**src/verilog/vlan_table_defs.svh**
```systemverilog
`ifndef VLAN_TABLE_DEFS_SVH
`define VLAN_TABLE_DEFS_SVH

// Register indices; byte address is four times the index
`define VT_IDX_CMD 14'h180B
`define VT_IDX_WR_DATA 14'h180C
`define VT_IDX_RD_DATA 14'h180E

// Command register fields
`define VT_CMD_RNW_BIT 5
`define VT_CMD_SEL_BIT 4
`define VT_CMD_IDX_MSB 3
`define VT_CMD_WIDTH 6

// Entry layout
`define VT_ENTRY_WIDTH 18
`define VT_VID_WIDTH 12
`define VT_PRIO_WIDTH 3
`define VT_VLAN_ENTRIES 16
`define VT_PORTS 3

// Reset values
`define VT_VLAN_RESET 18'h0_0000
`define VT_PORT_RESET 18'h0_0001
`define VT_NULL_VID 12'h000

`endif

```
**src/verilog/vlan_table_pkg.sv**
```systemverilog
package vlan_table_pkg;
  `include "vlan_table_defs.svh"

  typedef struct packed {
    logic member2;
    logic untag2;
    logic member1;
    logic untag1;
    logic member0;
    logic untag0;
    logic [11:0] vid;
  } vlan_entry_type;

  typedef struct packed {
    logic [2:0] bcast_prio;
    logic [2:0] dflt_prio;
    logic [11:0] dflt_vid;
  } port_entry_type;

  typedef struct packed {
    logic rnw;
    logic port_sel;
    logic [3:0] index;
  } table_cmd_type;

  typedef struct packed {
    logic valid;
    logic [1:0] port;
    logic [11:0] vid;
    logic [2:0] prio;
  } frame_type;
endpackage

```
**src/verilog/vid_member_lookup.sv**
```systemverilog
`timescale 1ns/1ps
module vid_member_lookup
  import vlan_table_pkg::*;
(
  input wire logic clk,
  input wire logic rst_n,
  input wire vlan_entry_type vlan_tab [16],
  input wire frame_type frame_in,
  input wire logic [2:0] admit_non_member,
  input wire logic [2:0] hybrid_egress,
  output frame_type frame_out,
  output logic matched,
  output logic [2:0] admit,
  output logic [2:0] untag
);
  logic [15:0] hit;
  logic [2:0] member_sel;
  logic [2:0] untag_sel;
  frame_type frame_ff, nxt_frame_ff;
  logic matched_ff, nxt_matched_ff;
  logic [2:0] admit_ff, nxt_admit_ff;
  logic [2:0] untag_ff, nxt_untag_ff;

  // Zero identifier marks a disabled entry and never matches
  genvar g;
  generate
    for (g = 0; g < 16; g = g + 1)
    begin : g_hit
      assign hit[g] = (vlan_tab[g].vid != `VT_NULL_VID) && (vlan_tab[g].vid == frame_in.vid);
    end
  endgenerate

  always_comb
  begin
    member_sel = 3'h0;
    untag_sel = 3'h0;
    for (int i = 15; i >= 0; i--)
    begin
      if (hit[i])
      begin
        member_sel = {vlan_tab[i].member2, vlan_tab[i].member1, vlan_tab[i].member0};
        untag_sel = {vlan_tab[i].untag2, vlan_tab[i].untag1, vlan_tab[i].untag0};
      end
    end
    nxt_frame_ff = frame_in;
    nxt_matched_ff = frame_in.valid && (hit != 16'h0000);
    nxt_admit_ff = frame_in.valid ? (member_sel | admit_non_member) : 3'h0;
    nxt_untag_ff = frame_in.valid ? (untag_sel & hybrid_egress) : 3'h0;
  end

  always_ff @(posedge clk or negedge rst_n)
  begin
    if (!rst_n)
    begin
      frame_ff <= '0;
      matched_ff <= 1'b0;
      admit_ff <= 3'h0;
      untag_ff <= 3'h0;
    end
    else
    begin
      frame_ff <= nxt_frame_ff;
      matched_ff <= nxt_matched_ff;
      admit_ff <= nxt_admit_ff;
      untag_ff <= nxt_untag_ff;
    end
  end

  assign frame_out = frame_ff;
  assign matched = matched_ff;
  assign admit = admit_ff;
  assign untag = untag_ff;
endmodule

```
**src/verilog/vlan_table_access.sv**
```systemverilog
// The Wishbone interface to the registers was decided locally.
`timescale 1ns/1ps
module vlan_table_access
  import vlan_table_pkg::*;
(
  input wire logic MCLK,
  input wire logic RST_N,
  input wire logic CYC_I,
  input wire logic STB_I,
  input wire logic WE_I,
  input wire logic [15:0] ADR_I,
  input wire logic [3:0] SEL_I,
  input wire logic [31:0] DAT_I,
  output logic [31:0] DAT_O,
  output logic ACK_O,
  input wire logic FRM_VALID,
  input wire logic [1:0] FRM_PORT,
  input wire logic FRM_TAGGED,
  input wire logic [11:0] FRM_VID,
  input wire logic [2:0] FRM_PRIO,
  input wire logic FRM_PRIO_CHOSEN,
  input wire logic FRM_BCAST,
  input wire logic VLAN_DISABLE,
  input wire logic [2:0] ADMIT_NON_MEMBER_CTRL,
  input wire logic [2:0] EGRESS_PORT_TYPE_CTRL,
  output logic RES_VALID,
  output logic [1:0] RES_PORT,
  output logic [11:0] RES_VID,
  output logic [2:0] RES_PRIO,
  output logic RES_MATCH,
  output logic [2:0] RES_ADMIT,
  output logic [2:0] RES_UNTAG
);
  // Bus slave state
  logic ack_ff, nxt_ack_ff;
  logic [31:0] dat_o_ff, nxt_dat_o_ff;
  table_cmd_type cmd_ff, nxt_cmd_ff;
  logic [17:0] wr_data_ff, nxt_wr_data_ff;
  logic go_ff, nxt_go_ff;
  logic [17:0] rd_data_ff, nxt_rd_data_ff;

  // Tables
  vlan_entry_type vlan_tab_ff [16];
  vlan_entry_type nxt_vlan_tab_ff [16];
  port_entry_type port_tab_ff [3];
  port_entry_type nxt_port_tab_ff [3];

  // Frame stage
  frame_type frame_ff, nxt_frame_ff;
  frame_type frame_res;

  logic bus_req;
  logic bus_wr;
  logic [13:0] word_idx;
  logic [31:0] cmd_word;
  logic [31:0] lane_mask;
  port_entry_type frm_entry;

  assign bus_req = CYC_I && STB_I && !ack_ff;
  assign bus_wr = bus_req && WE_I;
  assign word_idx = ADR_I[15:2];
  assign cmd_word = {26'h000_0000, cmd_ff};
  assign lane_mask = {{8{SEL_I[3]}}, {8{SEL_I[2]}}, {8{SEL_I[1]}}, {8{SEL_I[0]}}};

  // Wishbone register access; answer one cycle after the request
  always_comb
  begin
    nxt_ack_ff = bus_req;
    nxt_dat_o_ff = dat_o_ff;
    nxt_cmd_ff = cmd_ff;
    nxt_wr_data_ff = wr_data_ff;
    nxt_go_ff = 1'b0;
    if (bus_req && !WE_I)
    begin
      unique case (word_idx)
        `VT_IDX_CMD: nxt_dat_o_ff = cmd_word;
        `VT_IDX_WR_DATA: nxt_dat_o_ff = {14'h0000, wr_data_ff};
        `VT_IDX_RD_DATA: nxt_dat_o_ff = {14'h0000, rd_data_ff};
        default: nxt_dat_o_ff = 32'h0000_0000;
      endcase
    end
    else if (bus_wr)
    begin
      nxt_dat_o_ff = 32'h0000_0000;
      unique case (word_idx)
        `VT_IDX_CMD:
        begin
          if (SEL_I[0])
          begin
            nxt_cmd_ff = DAT_I[`VT_CMD_WIDTH-1:0];
            nxt_go_ff = 1'b1;
          end
        end
        `VT_IDX_WR_DATA:
        begin
          nxt_wr_data_ff = (wr_data_ff & ~lane_mask[17:0]) | (DAT_I[17:0] & lane_mask[17:0]);
        end
        default: nxt_dat_o_ff = 32'h0000_0000;
      endcase
    end
  end

  always_ff @(posedge MCLK or negedge RST_N)
  begin
    if (!RST_N)
    begin
      ack_ff <= 1'b0;
      dat_o_ff <= 32'h0000_0000;
      cmd_ff <= '0;
      wr_data_ff <= 18'h0_0000;
      go_ff <= 1'b0;
    end
    else
    begin
      ack_ff <= nxt_ack_ff;
      dat_o_ff <= nxt_dat_o_ff;
      cmd_ff <= nxt_cmd_ff;
      wr_data_ff <= nxt_wr_data_ff;
      go_ff <= nxt_go_ff;
    end
  end

  // Table command execution, one cycle after the command write
  always_comb
  begin
    nxt_vlan_tab_ff = vlan_tab_ff;
    nxt_port_tab_ff = port_tab_ff;
    nxt_rd_data_ff = rd_data_ff;
    if (go_ff)
    begin
      if (cmd_ff.port_sel)
      begin
        if (cmd_ff.index < 4'h3)
        begin
          if (cmd_ff.rnw)
            nxt_rd_data_ff = port_tab_ff[cmd_ff.index[1:0]];
          else
            nxt_port_tab_ff[cmd_ff.index[1:0]] = wr_data_ff;
        end
        else if (cmd_ff.rnw)
        begin
          nxt_rd_data_ff = 18'h0_0000;
        end
      end
      else
      begin
        if (cmd_ff.rnw)
          nxt_rd_data_ff = vlan_tab_ff[cmd_ff.index];
        else
          nxt_vlan_tab_ff[cmd_ff.index] = wr_data_ff;
      end
    end
  end

  genvar gv;
  generate
    for (gv = 0; gv < 16; gv = gv + 1)
    begin : g_vlan
      always_ff @(posedge MCLK or negedge RST_N)
      begin
        if (!RST_N)
          vlan_tab_ff[gv] <= `VT_VLAN_RESET;
        else
          vlan_tab_ff[gv] <= nxt_vlan_tab_ff[gv];
      end
    end
    for (gv = 0; gv < 3; gv = gv + 1)
    begin : g_port
      always_ff @(posedge MCLK or negedge RST_N)
      begin
        if (!RST_N)
          port_tab_ff[gv] <= `VT_PORT_RESET;
        else
          port_tab_ff[gv] <= nxt_port_tab_ff[gv];
      end
    end
  endgenerate

  always_ff @(posedge MCLK or negedge RST_N)
  begin
    if (!RST_N)
      rd_data_ff <= 18'h0_0000;
    else
      rd_data_ff <= nxt_rd_data_ff;
  end

  // Per-frame default identifier and priority
  always_comb
  begin
    frm_entry = (FRM_PORT < 2'h3) ? port_tab_ff[FRM_PORT] : '0;
    nxt_frame_ff.valid = FRM_VALID;
    nxt_frame_ff.port = FRM_PORT;
    if (VLAN_DISABLE || !FRM_TAGGED || FRM_VID == `VT_NULL_VID)
      nxt_frame_ff.vid = frm_entry.dflt_vid;
    else
      nxt_frame_ff.vid = FRM_VID;
    // Only a tagged, non-null frame can carry another chosen priority
    if (FRM_PRIO_CHOSEN && FRM_TAGGED && FRM_VID != `VT_NULL_VID)
      nxt_frame_ff.prio = FRM_PRIO;
    else if (FRM_BCAST)
      nxt_frame_ff.prio = frm_entry.bcast_prio;
    else
      nxt_frame_ff.prio = frm_entry.dflt_prio;
    if (!FRM_VALID)
      nxt_frame_ff = '0;
  end

  always_ff @(posedge MCLK or negedge RST_N)
  begin
    if (!RST_N)
      frame_ff <= '0;
    else
      frame_ff <= nxt_frame_ff;
  end

  vid_member_lookup u_lookup (
    .clk(MCLK),
    .rst_n(RST_N),
    .vlan_tab(vlan_tab_ff),
    .frame_in(frame_ff),
    .admit_non_member(ADMIT_NON_MEMBER_CTRL),
    .hybrid_egress(EGRESS_PORT_TYPE_CTRL),
    .frame_out(frame_res),
    .matched(RES_MATCH),
    .admit(RES_ADMIT),
    .untag(RES_UNTAG)
  );

  assign ACK_O = ack_ff;
  assign DAT_O = dat_o_ff;
  assign RES_VALID = frame_res.valid;
  assign RES_PORT = frame_res.port;
  assign RES_VID = frame_res.vid;
  assign RES_PRIO = frame_res.prio;
endmodule

```
**config.mk**
```make
export PLATFORM = sky130hd
export DESIGN_NAME = vlan_table_access
export DESIGN_NICKNAME = d
export VERILOG_FILES = /design/src/verilog/vlan_table_pkg.sv /design/src/verilog/vid_member_lookup.sv /design/src/verilog/vlan_table_access.sv
export VERILOG_INCLUDE_DIRS = /design/src /design/src/verilog
export SDC_FILE = /design/constraint.sdc
export NUM_CORES = 1
export LEC_CHECK = 0
export BUFFER_PORTS_ARGS = -buffer_cell sky130_fd_sc_hd__buf_4
export CORE_ASPECT_RATIO = 0.7
export CORE_UTILIZATION = 54
export DETAILED_ROUTE_END_ITERATION = 6
export PLACE_DENSITY_LB_ADDON = 0.08
export SLEW_MARGIN = 20
export SYNTH_ARGS = -nofsm -noshare
export SYNTH_HDL_FRONTEND = slang
export SYNTH_HIERARCHICAL = 1
export SYNTH_SLANG_ARGS = --single-unit
export TNS_END_PERCENT = 5
```
**constraint.sdc**
```tcl
create_clock -name MCLK -period 2.5 [get_ports MCLK]
set_input_delay 0.375 -clock MCLK [delete_from_list [all_inputs] [get_ports MCLK]]
set_output_delay 0.375 -clock MCLK [all_outputs]
set_load 0.02 [all_outputs]
```
---- Word level (Yosys, flattened, before mapping) ----
Index checks and enable logic that the tools add are counted.
storage, ports and cells
  register bits ........................... 461
  input port bits ......................... 85
  output and inout bits ................... 58
  word-level logic and storage cells ...... 299
cells by class
  magnitude comparators ................... 7
  equality and inequality tests ........... 19
  mux-type cells .......................... 66
  bitwise logic cells ..................... 12
  reductions and logical operators ........ 55
operators with widths
  cell                                                      number
  bitwise mux 288 bit                                       1
  2-to-1 mux 18 bit                                         15
  nonzero test 12 bit                                       17
  == test 12 bit                                            16
  2-to-1 mux 3 bit                                          36
  binary-select mux 18 bit (select 2 bit)                   2
  binary-select mux 18 bit (select 4 bit)                   1
  demux 18 bit (select 4 bit)                               1
  2-to-1 mux 32 bit                                         2
  bitwise mux 54 bit                                        1
  case mux 18 bit (3 select lines)                          1
  == test 14 x 13 -> 1 bit, second input constant           3
  bitwise AND 18 bit                                        2
  demux 18 bit (select 2 bit)                               1
  logical AND 1 bit                                         25
  NOT 18 bit                                                1
  OR 18 bit                                                 1
  nonzero test 16 bit                                       1
  zero test 12 bit                                          1
  2-to-1 mux 12 bit                                         1
  AND reduction 4 bit                                       2
  greater-or-equal comparator 3 bit, second input constant  2
  NOT 2 -> 3 bit                                            2
  AND reduction 3 bit                                       2
  other kinds (14)                                          22

---- Longest topological paths before layout ----
Gate-level depths: netlist of run 1.
  depth after elaboration ................. 20
  gate-level depth with buffers ........... 11
  depth with buffers taken out ............ 8

---- By module ----
The synthesis of run 1 kept the hierarchy.
modules (own cells, without submodules)
  module             times used  cells an instance  area each (µm²)  seq. area each (µm²)
  vlan_table_access  1           1442               19612.6          10563.9
  vid_member_lookup  1           578                4451.8           625.6

---- Least setup slack after synthesis of run 1 ----
OpenSTA, ideal clock, no wires.
  kind .................................... register -> register
  start ................................... reg frame_ff[12] (netlist bit)
  end ..................................... reg u_lookup.admit_ff[2] (netlist: u_lookup/admit[2])
  library setup time ...................... 0.088 ns
  data arrival time ....................... 2.482 ns
  data required time ...................... 2.412 ns
  slack ................................... -0.070 ns
  stages on the path, launching flop included .. 11
  period minus slack after synthesis ...... 2.570 ns
  cell sequence ........................... dfrtp_1 buf_6 nor4_2 a31oi_1 o2111ai_2 nand2b_1 buf_6 or4_4 a2111oi_4 o31ai_1 a41oi_1
on the way
  cells in the longest elaborated chain, start to end .. 20
  elaborated cells on any way between the ends .. 50
  those cells by class .................... eq/ne: 16; mux: 17; bitwise: 1; reduce/logical: 16
RTL lines
  element                          RTL line                  source
  from (decl)                      vlan_table_access.sv:49   frame_type frame_ff, nxt_frame_ff;
  from (signal assigned)           vlan_table_access.sv:213  frame_ff <= nxt_frame_ff;
  == test 12 bit                   vid_member_lookup.sv:29   assign hit[g] = (vlan_tab[g].vid != `VT_NULL_VID) && (vlan_tab[g].vid == frame_in.vid);
  logical AND 1 bit                vid_member_lookup.sv:29
  2-to-1 mux 3 bit (15 in series)  vid_member_lookup.sv:39   if (hit[i])
  2-to-1 mux 3 bit (*)             vid_member_lookup.sv:39
  OR 3 bit (*)                     vid_member_lookup.sv:47   nxt_admit_ff = frame_in.valid ? (member_sel | admit_non_member) : 3'h0;
  2-to-1 mux 3 bit (*)             vid_member_lookup.sv:47
  via u_lookup.nxt_admit_ff[2]     vid_member_lookup.sv:21   logic [2:0] admit_ff, nxt_admit_ff;
  to (signal assigned)             vid_member_lookup.sv:64   admit_ff <= nxt_admit_ff;
  to (decl)                        vid_member_lookup.sv:21
Mark *: on every way through the listed nets, which the timed path passes. The rest lies on a longest branch.
A chain may end at the register's enable or synchronous reset.

---- Final worst setup path of run 1 ----
  start ................................... reg frame_ff[3] (netlist bit)
  end ..................................... reg u_lookup.admit_ff[2] (netlist: u_lookup/admit[2])
The elaborated chain is that of the path after synthesis.

==> metrics, run 1 <==
status=finished, violations left; failing checks=setup timing; Slew Viols, Final=0; Syn-to-layout area delta=23.35%; Yosys reg bits=447; Worst-path clk slew=0.06 ns; Commonest cells post-synth=444 x dfrtp_1, 364 x mux2_2, 185 x mux2i_1; worst hold path class=in -> reg; Yosys Warn Count=6; Syn Inst Count=2020; Routed Antenna Nets=0; Setup violations, final=7; Via density=6.272; Setup WS pre-CTS=-0.3666 ns; placer's final routability congestion estimate=0.9455; setup TNS=-0.9803 ns; Yosys cell types=80; count leader, synth=dfrtp_1; Startpoint Class=register; Num Clock Sinks=447; layout cells sized above 1=41.22%; DRC=0; Worst setup EP type=register; first-pass GRT wire length=120100 um; EDFF count, synth=0; Max-Cap Viols=0; Core Box Area=43800 um^2; WP data arrival=3.17 ns; RSZ-0062 raised after global routing=yes; clock buffer count from CTS=45; post-DP HPWL=57170 um; initial drt markers=1915; DIE WIDTH=254.3 um; gr usage total=35.90%; synth top area cells=dfrtp_1 46%, mux2_2 17%, mux2i_1 7.7%, xor2_1 4.2%, a22oi_1 2.9%; antenna violations before repair=3; Nets=2424; Final Hold Vio Count=0; Final Cycle Share=107.6%; largest net degree at the start of global routing=74; number of global-route vias before repair=18520; LEAKAGE=14.28 nW; CP Max Fanout=7; largest area contributor in the netlist=dfrtp_1; total grt overflow=0; PnR worst setup slack=-0.1910 ns; Initial Util=54.94%; measured slew at the worst slew-check pin=1.140 ns; CTS max path bufs=3; crit path kind=reg -> reg; htree depth=2; CTS tree=done; Peak VDD IR=500.8 uV; TritonRoute pass-1 iters=6; Yosys top cell area share=46.17%; ys async rst share=100.0%; vias=18630; clock skew=0.02578 ns; WL final=80680 um; Clk Latency, worst-skew pair=0.58 ns; Die Ht=178.6 um; port buffer count=111; minimum clock period=2.691 ns; sequential area share after synthesis=46.50%; Root Buffer=clkbuf_16; max_slew headroom=23.99%; Critical Path RT=2.97 ns; Synth Cell Area=24060 um^2; DIE AREA=45430 um^2; Rows=64; Ports=143; WL/cell=27.16 um; Avg Inst Size Synth=11.91 um^2; max frequency=371.6 MHz; hold slack final=0.04293 ns; Pwr Density=524.6 nW/um^2; ys flop type=dfrtp_1
[flip-flops by register name, summed over array words and instances, names as in the netlist, named ones only]
name,cells
ACK_O,1
frame_ff,18
u_lookup/matched,1
cmd_ff,6
u_lookup/frame_out,18
DAT_O,18
u_lookup/admit,3
vlan_tab_ff,288
port_tab_ff,54
go_ff,1
rd_data_ff,18
u_lookup/untag,3
[kinds of logic after synthesis]
logic type	after synthesis	synth area share, %
xor+xnor	188	6.842
mux	555	25.15
other cells	1	0.01558
simple gates	378	9.177
flops	447	46.50
compound gates	251	8.293
buf+inv	200	4.024
[area by class of cell]
class                   count  area (um^2)
fillers                  3397        14120
multi-input cells        1386        12320
flip-flops and latches    447        11210
repair buffers            432         3731
clock buffers              64         1340
well taps                 594        743.2
clock inverters            19        230.2
inverters                  27        105.1
diodes                      1        2.502
[layer usage]
metal / vias up / track usage (%) / wire (um) / part of all wire (%)
li1: 8081 / - / - / -
met1: 9605 / 53.93 / 36990 / 46
met2: 800 / 52.36 / 34840 / 43
met3: 143 / 6.931 / 6616 / 8.2
met4: 0 / 10.17 / 2227 / 2.8
met5: - / 0 / 0 / 0
[critical path, cell delays in order (launching register included)]
cell	delay (ns)
dfrtp_1	0.41
buf_12	0.16
buf_12	0.15
xnor2_4	0.14
nand4_1	0.14
nor4_2	0.37
buf_4	0.20
buf_6	0.12
nand2_2	0.05
a31o_4	0.23
a2111oi_4	0.35
o31ai_2	0.10
a41oi_1	0.16
[placed cells by master, fill, tap and decap left out, types with 15 or more instances in the layout]
cell,n
a221o_1,16
a22oi_1,93
and2_1,16
buf_12,28
buf_4,378
buf_6,20
clkbuf_16,48
dfrtp_1,432
inv_1,26
mux2_2,364
mux2i_1,185
nand2_1,48
nand3_1,72
nand4_1,28
nor2_1,45
nor4_1,63
nor4_2,19
o211a_1,15
o211ai_1,15
o21ai_0,17
o2bb2ai_1,18
xnor2_1,62
xor2_1,115
[worst paths after layout]
kind	start	to	slack, ns	cells past startpoint
setup / recovery	frame_ff[3]	u_lookup/admit[2]	-0.19	12
hold / removal	DAT_I[14]	register	0.04	2
setup reg to reg	frame_ff[3]	u_lookup/admit[2]	-0.19	12
hold reg to reg	frame_ff[15]	u_lookup/frame_out[15]	0.35	0
max in group asynchronous	RST_N	port_tab_ff[36]	1.23	4
min in group asynchronous	RST_N	port_tab_ff[52]	0.42	2
[report_power, final]
part	leakage, nW	internal (mW)	switching (mW)
logic	7.30	0.455	0.591
registers	6.19	7.26	0.0281
clock network	0.788	4.26	2.98
[metrics by stage]
| step | area, um^2 | utilization [%] | std cells | total power, mW |
|---|---|---|---|---|
| floorplan | 24140 | - | 2033 | 7.814 |
| global placement | 27220 | 62.13 | 2839 | 8.343 |
| detailed placement | 27220 | 62.13 | 2839 | 8.355 |
| CTS | 29290 | 66.87 | 2949 | 15.61 |
| global route | 29680 | 67.76 | 2969 | 15.99 |
| finish | 29680 | 67.77 | 2970 | 15.57 |
[repair_timing]
item | 4_1_cts | 5_1_grt
setup endpoints to repair | 7 | 7
hold buffers | 1 | 0
gates cloned | 2 | 0
pin swaps | 34 | 30
gates resized for setup | 56 | 48
setup buffers | 24 | 20
hold endpoints to repair | 61 | 0
Note: power is estimated with default switching activity, not from simulation.
==> run 2: changes to the inputs <==
ABC_AREA = 1   (was not set)
PLACE_DENSITY = 0.74   (was not set)
PLACE_DENSITY_LB_ADDON = not set   (was 0.08)
==> metrics, run 2 <==
failing checks=setup timing; Core Box Area=45540 um^2 (+4.0%); Initial Util=55.36% (+0.42 points); biggest regs=vlan_tab_ff: 288 flops, port_tab_ff: 54 flops; Avg Inst Size Synth=7.117 um^2 (-40%); ant diodes=0 (-1); Post-Layout Cell Count=4329 (+46%); DRC=0 (unchanged); Yosys reg bits=447 (unchanged); Syn-to-layout area delta=15.87%; Yosys cell types=59 (-26%); Int Power=11.52 mW (-3.8%); htree depth=2 (unchanged); worst reg2reg path depth=9 (-3); Peak VDD IR=459.5 uV (-8.2%); RSZ-0062 raised after global routing=yes; WL/cell=20.92 um (-23%); Worst-path clk slew=0.07 ns (about the same); worst hold start=DAT_I[17]; CP Buf/Inv Count=2 (-2); Num Clock Sinks=447 (unchanged); count leader, synth=nand2_1; status=finished, violations left; gr usage total=38.05% (+2.2 points); max frequency=394.5 MHz (+6.2%); Pwr Density=526.9 nW/um^2 (+0.44%); EDFF count, synth=0 (unchanged); Final Util=64.15% (-3.6 points); Critical Path RT=2.97 ns (about the same); WL final=90550 um (+12%); Slowest Stage Delay on Critical Path=0.44 ns (+0.03 ns); RR Endpoint=u_lookup/untag[1]; initial drt markers=3680 (+92%); measured slew at the worst slew-check pin=0.6488 ns (-0.4913 ns); Max-Cap Viols=0 (unchanged); Cells after DPL=4231 (+49%); largest area contributor in the netlist=dfrtp_1; Worst setup EP type=register; CTS max path bufs=3 (unchanged); Ports=143 (unchanged); crit path cell chain=inv_4, nor2_1, or3_1, nor4_1, nand2_1, nor2_1, inv_1, o21ai_0, nor2_1; most common cell after layout, fill and taps aside=nand2_1; Setup violations, final=3 (-4); most frequent cells in the layout=1606 x nand2_1, 438 x dfrtp_1, 413 x o21ai_0, 265 x buf_4, 209 x nor2_1; synth top area cells=dfrtp_1 44%, nand2_1 24%, o21ai_0 8.2%, nor2_1 3.2%, xnor2_1 2.5%; CTS tree=done; antenna violations before repair=2 (-1); clock power share=44.2% (-2.3 points); Combinational Power Share=8.3% (+1.6 points); Startpoint Class=register; CP max-delay cell=dfrtp_1; Root Buffer=clkbuf_16; worst hold path class=in -> reg; delay-heaviest family, CP=simple AND/OR/NAND/NOR gates; largest net degree at the start of global routing=75 (+1.4%); Top cell by count, worst path=nor2_1; ys async rst share=100.0% (unchanged); LEAKAGE=14.70 nW (+2.9%); switching pwr=3.873 mW (+7.7%); Die Ht=182.8 um (+2.3%); Final Cycle Share=101.4% (-6.2 points); Final Hold Vio Count=0 (unchanged); met1 GRT Util=59.12% (+5.2 points); met3 Use GR=13.64% (+6.7 points); TritonRoute pass-1 iters=6 (unchanged); PnR worst setup slack=-0.03477 ns (+0.1562 ns); DIE AREA=47570 um^2 (+4.7%); max reg flops=288 (unchanged); port buffer count=111 (unchanged); number of global-route vias before repair=21850 (+18%); Synth Cell Area=25210 um^2 (+4.8%); Routed Antenna Nets=0 (unchanged); GR Util met2=49.22% (-3.1 points); clock buffer count from CTS=45 (unchanged); Flop pwr share=47.5% (+0.7 points); clock skew=0.02904 ns (+0.003258 ns); Yosys top cell area share=44.07% (-2.1 points); Clk Latency, worst-skew pair=0.59 ns (about the same); worst reg2reg path startpoint=frame_ff[5]; Slew Viols, Final=0 (unchanged); WHS Path Cells=3 (+1); Yosys Warn Count=6 (unchanged); Syn Inst Count=3543 (+75%); WP data arrival=3.01 ns (-0.16 ns); global route hottest layer=met1; first-pass GRT wire length=135900 um (+13%); sequential area share after synthesis=44.38% (-2.1 points); DIE WIDTH=260.3 um (+2.3%); Sw Share=25.16% (+2.1 points); ys flop type=dfrtp_1; crit path kind=reg -> reg; total grt overflow=0 (unchanged); Via density=5.736 (-8.6%); minimum clock period=2.535 ns (-0.1562 ns); Rows=65 (+1.6%); Commonest cells post-synth=1616 x nand2_1, 444 x dfrtp_1, 413 x o21ai_0; Final Total Pwr=15.39 mW (-1.1%); vias=24830 (+33%); R2R Setup Slk=-0.03 ns (+0.16 ns); layout cells sized above 1=13.55% (-28 points); placer's final routability congestion estimate=1.013 (+7.1%); max_slew headroom=56.48% (+32 points); Nets=3778 (+56%); CP Max Fanout=17 (+10); Largest Register=vlan_tab_ff; post-DP HPWL=64280 um (+12%)
[run 2: final cells by class]
type	count	area [um^2]
fillers	4060	16330
repair buffers	303	2704
flip-flops and latches	447	11200
inverters	152	608.1
clock inverters	14	106.4
clock buffers	66	1355
well taps	603	754.5
multi-input cells	2744	12490
[run 2: metrics by stage]
step                hold WS [ns]  instance area (um^2)  setup TNS [ns]  setup slack, ns
CTS                     0.006464                 28860               0          0.02046
global route             0.03435                 29220         -0.7431          -0.1572
detailed placement        0.3363                 27370         -0.4456          -0.1106
global placement          0.3327                 27370         -0.4292          -0.1091
floorplan                0.07941                 25260               0           0.5050
finish                   0.01682                 29220        -0.06968         -0.03477
[run 2: worst min-delay path, stage by stage]
cell and delay [ns]:
buf_4 0.07, nand3_1 0.06, nand2_1 0.06
[run 2: what timing repair did]
item                                    CTS  global route
endpoints found under the setup margin    6             7
gates resized for setup                   3            60
buffers inserted                          0            16
gates cloned                              0             1
pin swaps                                 0            25
hold buffers                              1             0
endpoints found under the hold margin    43             0
[run 2: worst max-delay path by stage]
stage | from | endpoint | slack (ns) | cells after the start
finish | frame_ff[5] | u_lookup/untag[1] | -0.03 | 9
global route | frame_ff[12] | u_lookup/admit[2] | -0.16 | 22
CTS | frame_ff[3] | u_lookup/admit[2] | 0.02 | 18
detailed placement | frame_ff[11] | u_lookup/admit[2] | -0.11 | 22
global placement | frame_ff[11] | u_lookup/untag[0] | -0.11 | 20
floorplan | frame_ff[12] | u_lookup/untag[1] | 0.51 | 17
[run 2: logic make-up after synthesis]
logic type / Yosys count / share of synthesized area [%]
AND/OR/NAND/NOR: 2065 / 33.26
AO/OA/AOI/OAI: 545 / 11.14
flip-flops: 447 / 44.38
buffers and inverters: 365 / 7.007
XOR/XNOR: 119 / 4.163
multiplexers: 1 / 0.03970
other: 1 / 0.01487
[run 2: power groups by stage]
stage / combinational, mW / sequential, mW / clock, mW
detailed placement: 1.18 / 7.44 / 0
finish: 1.28 / 7.31 / 6.80
global route: 1.38 / 7.31 / 7.16
CTS: 1.19 / 7.31 / 6.83
global placement: 1.17 / 7.44 / 0
floorplan: 0.569 / 7.45 / 0
[run 2: routing by layer]
metal / routed length (um) / vias to the layer above
li1: - / 11500
met1: 39170 / 11610
met2: 35380 / 1578
met3: 13760 / 146
met4: 2237 / 0
met5: 0 / -
